## config.mk

```make
export PLATFORM = sky130hd
export DESIGN_NAME = iec_ext_ctrl
export DESIGN_NICKNAME = d
export VERILOG_FILES = /design/src/hw/iec_rate_div.v /design/src/hw/iec_ext_ctrl.v
export VERILOG_INCLUDE_DIRS = /design/src /design/src/hw
export SDC_FILE = /design/constraint.sdc
export NUM_CORES = 1
export LEC_CHECK = 0
export BUFFER_PORTS_ARGS = -buffer_cell sky130_fd_sc_hd__buf_2
export CORE_AREA = 5 5 104 67
export CTS_CLUSTER_SIZE = 14
export DETAILED_ROUTE_END_ITERATION = 8
export DIE_AREA = 0 0 109 72
export PLACE_DENSITY_LB_ADDON = 0.05
export SETUP_SLACK_MARGIN = 0.5
export SYNTH_ARGS = -nofsm -noshare
export SYNTH_HDL_FRONTEND = slang
export SYNTH_SLANG_ARGS = --single-unit
```

## constraint.sdc

```tcl
create_clock -name core_clk_in -period 3.88 [get_ports core_clk_in]
set_input_delay 0.776 -clock core_clk_in [delete_from_list [all_inputs] [get_ports core_clk_in]]
set_output_delay 0.776 -clock core_clk_in [all_outputs]
set_load 0.05 [all_outputs]
```

## src/hw/iec_regs.vh

```
`ifndef IEC_REGS_VH
`define IEC_REGS_VH
// ---------------------------------------------------------------
// register offsets
// ---------------------------------------------------------------
`define IEC_OFS_EXT_CTRL    4'h0
`define IEC_OFS_MODE        4'h1
`define IEC_OFS_DATA        4'h2
`define IEC_OFS_STATUS      4'h3
`define IEC_OFS_CONTROL     4'h4
`define IEC_OFS_IRQ_STATUS  4'h5
`define IEC_OFS_IRQ_MASK    4'h6
// ---------------------------------------------------------------
// serial_ext_control fields
// ---------------------------------------------------------------
`define IEC_EXT_RATE_BIT    5
`define IEC_EXT_ACCESS_BIT  4
`define IEC_EXT_HANDSHAKE_RECEIVE_SELECT_BIT    3
`define IEC_EXT_WMASK       8'h38
`define IEC_EXT_RESET       8'h00
// ---------------------------------------------------------------
// serial_mode_reg and serial_status_reg fields
// ---------------------------------------------------------------
`define IEC_MODE_CKS_LSB    0
`define IEC_MODE_RESET      8'h00
`define IEC_STAT_FULL_BIT   0
`define IEC_STAT_EVENT_BIT  1
`define IEC_CTRL_RESET      8'h00
// ---------------------------------------------------------------
// interrupt status bits
// ---------------------------------------------------------------
`define IEC_IRQ_RX_BIT      0
`define IEC_IRQ_OVR_BIT     1
`define IEC_IRQ_DENY_BIT    2
`define IEC_IRQ_WMASK       8'h07
// ---------------------------------------------------------------
// divider periods in core clock cycles, per clock_divider_field
// ---------------------------------------------------------------
`define IEC_DIV_0           12'h01c
`define IEC_DIV_1           12'h028
`define IEC_DIV_2           12'h030
`define IEC_DIV_3           12'h040
`define IEC_DIV_4           12'h050
`define IEC_DIV_5           12'h064
`define IEC_DIV_6           12'h070
`define IEC_DIV_7           12'h080
`endif

```

## src/hw/iec_rate_div.v

```verilog
`timescale 1ns/1ns
`default_nettype none
`include "iec_regs.vh"
module iec_rate_div (
  input  wire        core_clk_in,
  input  wire        arst_n_in,
  input  wire        rate_range_select_in,
  input  wire [2:0]  clock_divider_field_in,
  output wire        tick_out
);
  reg  [11:0] cnt_q;
  reg         tick_q;
  wire [11:0] base;
  wire [11:0] period;

  // ---------------------------------------------------------------
  // period decode
  // ---------------------------------------------------------------
  function [11:0] iec_base;
    input [2:0] cks;
    begin
      case (cks)
        3'h0:    iec_base = `IEC_DIV_0;
        3'h1:    iec_base = `IEC_DIV_1;
        3'h2:    iec_base = `IEC_DIV_2;
        3'h3:    iec_base = `IEC_DIV_3;
        3'h4:    iec_base = `IEC_DIV_4;
        3'h5:    iec_base = `IEC_DIV_5;
        3'h6:    iec_base = `IEC_DIV_6;
        default: iec_base = `IEC_DIV_7;
      endcase
    end
  endfunction

  // range select doubles the period
  assign base   = iec_base(clock_divider_field_in);
  assign period = rate_range_select_in ? {base[10:0], 1'b0} : base;

  always @(posedge core_clk_in or negedge arst_n_in) begin
    if (!arst_n_in) begin
      cnt_q  <= 12'h000;
      tick_q <= 1'b0;
    end else if (cnt_q >= period - 12'h001) begin
      cnt_q  <= 12'h000;
      tick_q <= 1'b1;
    end else begin
      cnt_q  <= cnt_q + 12'h001;
      tick_q <= 1'b0;
    end
  end

  assign tick_out = tick_q;
endmodule // iec_rate_div
`default_nettype wire

```

## src/hw/iec_ext_ctrl.v

```verilog
// Summary of operation
// - access enable gates interface register access
// - rate select plus divider field set rate
// - no handshake: receive continues while not full
// - handshake: hold clock low until data read
// - reserved extended control bits read zero
`timescale 1ns/1ns
`default_nettype none
`include "iec_regs.vh"
module iec_ext_ctrl (
  input  wire        core_clk_in,
  input  wire        arst_n_in,
  input  wire [3:0]  addr_in,
  input  wire [7:0]  wdata_in,
  input  wire        wr_in,
  input  wire        rd_in,
  output wire [7:0]  rdata_out,
  input  wire        rx_done_in,
  input  wire [7:0]  rx_byte_in,
  output wire        next_frame_en_out,
  output wire        scl_out,
  output wire        scl_oe_out,
  output wire        rate_tick_out,
  output wire [7:0]  serial_control_out,
  output wire        irq_out
);
  // ---------------------------------------------------------------
  // state
  // ---------------------------------------------------------------
  reg  [7:0]  ext_q;
  reg  [7:0]  mode_q;
  reg  [7:0]  ctrl_q;
  reg  [7:0]  data_q;
  reg         full_q;
  reg         event_q;
  reg  [7:0]  irq_st_q;
  reg  [7:0]  irq_mask_q;
  reg  [7:0]  rdata_q;
  reg         irq_q;
  reg         next_en_q;
  reg         scl_oe_q;
  reg  [7:0]  ext_d;
  reg  [7:0]  mode_d;
  reg  [7:0]  ctrl_d;
  reg  [7:0]  data_d;
  reg         full_d;
  reg         event_d;
  reg  [7:0]  irq_st_d;
  reg  [7:0]  irq_mask_d;
  reg  [7:0]  rdata_d;
  wire        access_en;
  wire        gated_acc;
  wire        data_read;
  wire        tick;

  // ---------------------------------------------------------------
  // decode
  // ---------------------------------------------------------------
  function iec_is_gated;
    input [3:0] a;
    begin
      iec_is_gated = (a == `IEC_OFS_MODE) || (a == `IEC_OFS_DATA) ||
                     (a == `IEC_OFS_STATUS) || (a == `IEC_OFS_CONTROL);
    end
  endfunction

  assign access_en = ext_q[`IEC_EXT_ACCESS_BIT];
  assign gated_acc = iec_is_gated(addr_in) & ~access_en;
  assign data_read = rd_in & access_en &
                     (addr_in == `IEC_OFS_DATA);

  // ---------------------------------------------------------------
  // rate divider
  // ---------------------------------------------------------------
  iec_rate_div u_div (
    .core_clk_in            (core_clk_in),
    .arst_n_in              (arst_n_in),
    .rate_range_select_in   (ext_q[`IEC_EXT_RATE_BIT]),
    .clock_divider_field_in (mode_q[`IEC_MODE_CKS_LSB+2:`IEC_MODE_CKS_LSB]),
    .tick_out               (tick)
  );

  // ---------------------------------------------------------------
  // next state
  // ---------------------------------------------------------------
  always @* begin
    ext_d      = ext_q;
    mode_d     = mode_q;
    ctrl_d     = ctrl_q;
    data_d     = data_q;
    full_d     = full_q;
    event_d    = event_q;
    irq_st_d   = irq_st_q;
    irq_mask_d = irq_mask_q;
    rdata_d    = 8'h00;
    // register writes
    if (wr_in && !gated_acc) begin
      case (addr_in)
        `IEC_OFS_EXT_CTRL:  ext_d = wdata_in & `IEC_EXT_WMASK;
        `IEC_OFS_MODE:      mode_d = wdata_in;
        `IEC_OFS_CONTROL:   ctrl_d = wdata_in;
        `IEC_OFS_STATUS: begin
          if (!wdata_in[`IEC_STAT_EVENT_BIT])
            event_d = 1'b0;
        end
        `IEC_OFS_IRQ_STATUS:
          irq_st_d = irq_st_q & ~(wdata_in & `IEC_IRQ_WMASK);
        `IEC_OFS_IRQ_MASK:  irq_mask_d = wdata_in & `IEC_IRQ_WMASK;
        default: ;
      endcase
    end
    // read of data releases the held clock
    if (data_read)
      full_d = 1'b0;
    // register reads
    if (rd_in && !gated_acc) begin
      case (addr_in)
        `IEC_OFS_EXT_CTRL:   rdata_d = ext_q & `IEC_EXT_WMASK;
        `IEC_OFS_MODE:       rdata_d = mode_q;
        `IEC_OFS_DATA:       rdata_d = data_q;
        `IEC_OFS_STATUS: begin
          rdata_d[`IEC_STAT_FULL_BIT]  = full_q;
          rdata_d[`IEC_STAT_EVENT_BIT] = event_q;
        end
        `IEC_OFS_CONTROL:    rdata_d = ctrl_q;
        `IEC_OFS_IRQ_STATUS: rdata_d = irq_st_q;
        `IEC_OFS_IRQ_MASK:   rdata_d = irq_mask_q;
        default:             rdata_d = 8'h00;
      endcase
    end
    // blocked access event
    if ((wr_in || rd_in) && gated_acc)
      irq_st_d[`IEC_IRQ_DENY_BIT] = 1'b1;
    // received byte: set wins over any clear
    if (rx_done_in) begin
      if (full_q && !data_read)
        irq_st_d[`IEC_IRQ_OVR_BIT] = 1'b1;
      else
        data_d = rx_byte_in;
      full_d  = 1'b1;
      event_d = 1'b1;
      irq_st_d[`IEC_IRQ_RX_BIT] = 1'b1;
    end
  end

  // ---------------------------------------------------------------
  // registers
  // ---------------------------------------------------------------
  always @(posedge core_clk_in or negedge arst_n_in) begin
    if (!arst_n_in) begin
      ext_q      <= `IEC_EXT_RESET;
      mode_q     <= `IEC_MODE_RESET;
      ctrl_q     <= `IEC_CTRL_RESET;
      data_q     <= 8'h00;
      full_q     <= 1'b0;
      event_q    <= 1'b0;
      irq_st_q   <= 8'h00;
      irq_mask_q <= 8'h00;
      rdata_q    <= 8'h00;
      irq_q      <= 1'b0;
      next_en_q  <= 1'b1;
      scl_oe_q   <= 1'b0;
    end else begin
      ext_q      <= ext_d;
      mode_q     <= mode_d;
      ctrl_q     <= ctrl_d;
      data_q     <= data_d;
      full_q     <= full_d;
      event_q    <= event_d;
      irq_st_q   <= irq_st_d;
      irq_mask_q <= irq_mask_d;
      rdata_q    <= rdata_d;
      irq_q      <= |(irq_st_d & irq_mask_d);
      next_en_q  <= ~full_d;
      scl_oe_q   <= ext_d[`IEC_EXT_HANDSHAKE_RECEIVE_SELECT_BIT] & full_d;
    end
  end

  assign rdata_out          = rdata_q;
  assign next_frame_en_out  = next_en_q;
  assign scl_out            = 1'b0;
  assign scl_oe_out         = scl_oe_q;
  assign rate_tick_out      = tick;
  assign serial_control_out = ctrl_q;
  assign irq_out            = irq_q;
endmodule // iec_ext_ctrl
`default_nettype wire

```

# == Yosys cells after proc, flatten, opt, wreduce, memory -nomap -nowiden ==
# Index checks and enable logic that the tools add are counted.
# word_totals
reg_bits,69
inputBits,25
output_inout_bits,21
word_cells,83
# classes
add_sub_neg,2
magnitude_cmp,1
eq_ne,13
n_mux,22
n_bitwise,10
n_reduce_logical,20
# ops
operator,n
case mux 8 bit (7 select lines),1
2-to-1 mux 8 bit,5
case mux 6 bit (6 select lines),1
bitwise AND 8 bit,2
"adder 12 x 1 -> 12 bit, second input constant",1
"equality test 4 x 3 -> 1 bit, second input constant",3
>= comparator 12 bit,1
2-to-1 mux 12 bit,1
case mux 2 bit (6 select lines),1
"subtractor 12 x 1 -> 12 bit, second input constant",1
"equality test 3 bit, second input constant",3
2-to-1 mux 1 bit,9
2-to-1 mux 9 bit,1
"equality test 4 x 2 -> 1 bit, second input constant",2
2-to-1 mux 4 bit,2
inverter 3 -> 8 bit,1
AND reduction 2 bit,4
OR reduction 8 bit,1
"equality test 3 x 2 -> 1 bit, second input constant",2
bitwise AND 1 bit,4
"equality test 4 x 1 -> 1 bit, second input constant",1
logical AND 1 bit,4
zero test 4 bit,1
logical OR 1 bit,4
8 further kinds,12

# == Logic depth before layout (Yosys ltp) ==
# depth
depth_word,12
ltp_mapped,13
depth_no_buf,11

# == Cells and area by module ==
# A second synthesis with hierarchy kept.
# unflattened
cells_unflattened,280
hier_area_um2,3114.2
# by_module_without_submodules
module,n_inst,cells_per_inst,area_per_inst_um2,seq_area_each_um2
iec_ext_ctrl,1,174,2167.1,1152.4
iec_rate_div,1,106,947.2,325.3

# == Least setup slack after synthesis ==
# Ideal clock, no wire load.
# synth_timing
path_kind,register to register
from,register mode_q[0]
to,register u_div.cnt_q[10]
setup_time_ps,86
t_arrival_ps,2799
required_ps,3794
slack_ps,995
stages_incl_launch_ff,14
path_buffers,2
synth_period_minus_slack_ps,2885
cell_sequence,dfrtp_1 clkbuf_1 xor2_1 or3_1 ha_1 o32ai_1 a21oi_1 o21ai_0 ha_1 and2_0 a221o_1 o2bb2ai_1 clkbuf_1 nor3_1
# synth_between
elab_chain_cells,6
elab_cells_between_ends,12
classes_between,add/sub: 1; order compare: 1; eq/ne: 6; mux: 3; reduce/logical: 1
# synth_rtl
item,line,text
from (decl),iec_ext_ctrl.v:31,reg [7:0] mode_q;
from (signal assigned),iec_ext_ctrl.v:152,mode_q <= `IEC_MODE_RESET;
from (signal assigned),iec_ext_ctrl.v:165,mode_q <= mode_d;
"equality test 3 bit, or another cell as far along",iec_rate_div.v:22,case (cks)
case mux 8 bit (7 select lines) *,iec_rate_div.v:22,
2-to-1 mux 9 bit *,iec_rate_div.v:37,"assign period = rate_range_select_in ? {base[10:0], 1'b0} : base;"
subtractor 12 x 1 -> 12 bit *,iec_rate_div.v:43,end else if (cnt_q >= period - 12'h001) begin
>= comparator 12 bit *,iec_rate_div.v:43,
2-to-1 mux 12 bit *,iec_rate_div.v:43,
to (signal assigned),iec_rate_div.v:47,cnt_q <= cnt_q + 12'h001;
to (decl),iec_rate_div.v:11,reg [11:0] cnt_q;
# Mark *: on every way between the ends. The rest lies on a longest branch, timed or not.
# A chain may end at the register's enable or synchronous reset.

# == Worst setup path after layout ==
# layout_timing
from,register mode_q[0]
to,register u_div.tick_q (netlist: u_div.tick_out)
# layout_between
elab_chain_cells,6
elab_cells_between_ends,12
classes_between,add/sub: 1; order compare: 1; eq/ne: 6; mux: 3; reduce/logical: 1
# layout_rtl
item,line,text
"equality test 3 bit, or another cell as far along",iec_rate_div.v:22,
case mux 8 bit (7 select lines) *,iec_rate_div.v:22,
2-to-1 mux 9 bit *,iec_rate_div.v:37,
subtractor 12 x 1 -> 12 bit *,iec_rate_div.v:43,
>= comparator 12 bit *,iec_rate_div.v:43,
2-to-1 mux 1 bit *,iec_rate_div.v:43,
to (signal assigned),iec_rate_div.v:42,tick_q <= 1'b0;
to (signal assigned),iec_rate_div.v:45,tick_q <= 1'b1;
to (signal assigned),iec_rate_div.v:48,tick_q <= 1'b0;
to (decl),iec_rate_div.v:12,reg tick_q;
# Marks and branches as above.

==> impl_summary.log <==
INFO  metric number_of_antenna_violations_at_the_first_check_in_global_routing = 0
INFO  metric clock_path_buffers = 2
INFO  metric dpl.hpwl = 5050 um
INFO  metric detailedRoute.firstIterationViolations = 105
INFO  metric port_buffers = 44
INFO  metric power_density = 548 nW/um2
INFO  metric edff_count_synth = 0
INFO  metric met2WireLength = approximately 2800 um
INFO  metric grt_pass1_vias = 2192
INFO  metric worstPathBufferInverterCount = 1
INFO  metric max-slew-margin-rel = 0.510
INFO  metric htree_levels = 3
INFO  metric flow.area_growth_from_synthesis = 14.3%
INFO  metric synthCells = 278
INFO  metric main_area_contributors_after_synthesis = sky130_fd_sc_hd__dfrtp_1 (47%), sky130_fd_sc_hd__ha_1 (4.8%), sky130_fd_sc_hd__mux2_1 (4.0%), sky130_fd_sc_hd__mux2_2 (4.0%), sky130_fd_sc_hd__mux2_4 (3.8%)
INFO  metric clock_tree_from_tritoncts = yes
INFO  metric cts.hold.buffers_added = 0
INFO  metric wire_length_of_the_first_global_routing_pass = approximately 11000 um
INFO  metric nNetsFinal = 360
INFO  metric timing.setup.critical_path_class = reg -> reg
INFO  metric hp-class = reg -> reg
INFO  metric postSynth.asyncResetShare = 1.00
INFO  metric vias = about 2.2k
INFO  metric final_util = 0.603
INFO  metric setup_viol = 0
INFO  metric tns = 0 ns
INFO  metric share_of_the_yosys_chip_area_belonging_to_registers = 0.474
INFO  metric synth.yosys.warnings = 0
INFO  metric rsz_0062_raised_after_global_routing = false
INFO  metric ant_nets = 0
INFO  metric biggest_fanout_along_the_worst_timing_path = 13
INFO  metric outcome = finished clean
INFO  metric netlist-cell-type-count = between 50 and 60
INFO  metric critical-path-max-stage-delay = 0.48 ns
INFO  metric die_h = 72 um
INFO  metric area.sequential = 1480 um2
INFO  metric multiInputGateArea = roughly 1500 um2
INFO  metric fin_crit = 3.14 ns
INFO  metric m1WireLength = between 3000 and 4000 um
INFO  metric route.detailed.drc = 0
INFO  metric setup.worst_path.end = u_div.tick_out
INFO  metric grt_start_max_net_pins = 33
INFO  metric post-synth-top-area-cell = sky130_fd_sc_hd__dfrtp_1
INFO  metric post_synth.cell_area_avg = around 11 um2
INFO  metric path_common_cell = sky130_fd_sc_hd__ha_1
INFO  metric final_layout_size_suffix_gt1_frac = 0.272
INFO  metric regToRegStartpoint = mode_q[0]
INFO  metric insertion_delay = roughly 0.33 ns
INFO  metric synth_top_area_share = 0.465
INFO  metric final_max_slew_viol_count = 0
INFO  metric cp_data_required_time = 4.09 ns
INFO  metric final.period_utilization = 0.809
INFO  metric vias_per_cell = ~5.5
INFO  metric max-vdd-ir-drop = between 0.2 and 0.3 mV
INFO  metric io-pin-count = 46
INFO  metric avgRoutedWirePerCell = 16.7 um
INFO  metric groute.usage.overall = 0.189
INFO  metric core_area = 5920 um2
INFO  metric ys.flop_type = sky130_fd_sc_hd__dfrtp_1
INFO  metric max_cap_violations = 0
INFO  metric hold_wc_startpoint = event_q
INFO  metric arrival_worst_endpoint = 3.35 ns
INFO  metric clock_skew = 0.00696 ns
INFO  metric pre_repair_dr_iteration_count = 5
INFO  metric synth-seq-cells = 59
INFO  metric gp_congestion = slightly above 0.8
INFO  metric fill_cells = 508
INFO  metric die_width = 109 um
INFO  metric worst_path_max_delay_cell = sky130_fd_sc_hd__dfrtp_1
INFO  metric reg2reg_slack = roughly 0.74 ns
INFO  metric total_leakage_power = 0.00173 uW
INFO  metric worst_setup_path_end_kind = flop
INFO  metric cts_buffers = 9
INFO  metric worst_setup_path_start_kind = flop
INFO  metric synth_area = between 3000 and 4000 um2
INFO  metric root_buffer = sky130_fd_sc_hd__clkbuf_8
INFO  metric initial_utilization = 0.527
INFO  metric num_antenna_cells = 0
INFO  metric cpLargestDelayFamily = compound AO/OA/AOI/OAI gates
INFO  metric die_area = 7850 um2
INFO  metric gr-total-overflow = 0
INFO  metric crit-reg2reg-capture = u_div.tick_out
INFO  metric hold_viol_final = 0
INFO  metric critical_path.startpoint = mode_q[0]
INFO  metric crit_path_cell_trace = xor2_1 > or3_1 > ha_1 > o32ai_1 > a21oi_1 > o21ai_0 > ha_1 > and2_0 > a221o_1 > o2bb2ai_1 > buf_4 > or2_2
INFO  metric worst-path-stages = 12
INFO  metric cts_repair_resize_count = 0
INFO  metric clock_transition_at_path_regs = 0.07 ns
INFO  metric totalWireLength = 6850 um
INFO  metric number_of_clock_sinks_seen_by_cts = 59
INFO  metric met3_length = about 470 um
INFO  metric reg2regPathDepth = 12
INFO  metric floorplan.rows = 22
INFO  metric top_signal_layer_used = met4
INFO  metric cts.repair_timing.setup_buffer_count = 0
INFO  metric achievable-frequency = 0.318 GHz
INFO  metric timing_worst_slew_pin_value = 0.735 ns
[cell type report]
type / count / share of cell area
Clock buffer: 13 / 0.0474
Clock inverter: 2 / 0.00281
Inverter: 10 / 0.0105
Multi-Input combinational cell: 196 / 0.428
Sequential cell: 59 / 0.414
Tap cell: 84 / 0.0295
Timing Repair Buffer: 47 / 0.0680
[how the worst min path moves through the flow]
stage | depth (start not counted) | to
after floorplan | 1 | event_q
after global placement | 1 | event_q
after detailed placement | 1 | event_q
after CTS | 1 | event_q
after global routing | 1 | event_q
final | 1 | event_q
[routing by layer]
| layer | vias up | GRT usage |
|---|---|---|
| li1 | 1089 | - |
| met2 | 75 | 0.248 |
| met1 | 1069 | 0.299 |
| met4 | 0 | 0.0504 |
| met5 | - | 0 |
| met3 | 12 | 0.0524 |
[report_power, final]
group | switching [uW] | internal [uW] | total, uW
clock network | 229 | 279 | 508
registers | 122 | 743 | 865
logic | 328 | 255 | 583
[flip-flops by register name, indices dropped and copies added (netlist names)]
signal,count
u_div.tick_out,1
ext_q,3
mode_q,8
irq_st_q,3
serial_control_out,8
event_q,1
rdata_out,8
scl_oe_out,1
u_div.cnt_q,12
data_q,8
full_q,1
next_frame_en_out,1
irq_mask_q,3
irq_out,1
[through the flow]
step	total power [uW]	cells	hold WS [ns]	area [um2]	setup WS, ns
after floorplan	1300	280	0.441	3130	0.995
after global placement	1440	396	0.458	3390	0.874
after detailed placement	1460	396	0.476	3390	0.758
after CTS	1970	411	0.491	3570	0.746
after global routing	2080	411	0.520	3570	0.604
final	1960	411	0.488	3570	0.740
[cell usage after synthesis, drive strengths merged, types with 4 or more instances]
cell type and instances:
dfrtp 58, mux2 30, nand2 13, nor3 13, ha 12, nor2 12, a21oi 10, inv 10
nand3 10, buf 8, xor2 8, a21o 7, clkbuf 7, mux2i 7, and2 6, o21ai 6
and3 5, nand4 4
[cells by family (layout without fill, tap and decap cells)]
logic type	Yosys count	count (layout)	synth area share
buffers and inverters	25	72	0.0401
AND/OR/NAND/NOR	86	86	0.163
XOR/XNOR	11	11	0.0309
flip-flops	59	59	0.474
other	2	4	0.00241
adder cells (fa/ha/maj)	12	12	0.0481
multiplexers	37	37	0.140
AO/OA/AOI/OAI	46	46	0.101
[layout by cell type (no fill, tap or decap), drive strengths merged, types with 3 or more instances in the layout]
master and n:
ha 12, and3b 3, a21o 7, conb 4
nor3 13, buf 47, mux2 30, nand3 10
a211oi 3, nand4 4, nor2 12, o21ai 6
xnor2 3, or3 3, xor2 8, inv 10
nand2 13, dfrtp 58, and4 3, clkbuf 13
mux2i 7, and2 6, or2 3, a22oi 3
a21oi 10, nor2b 3, and3 5
No activity file was read; power rests on OpenSTA's default activity.
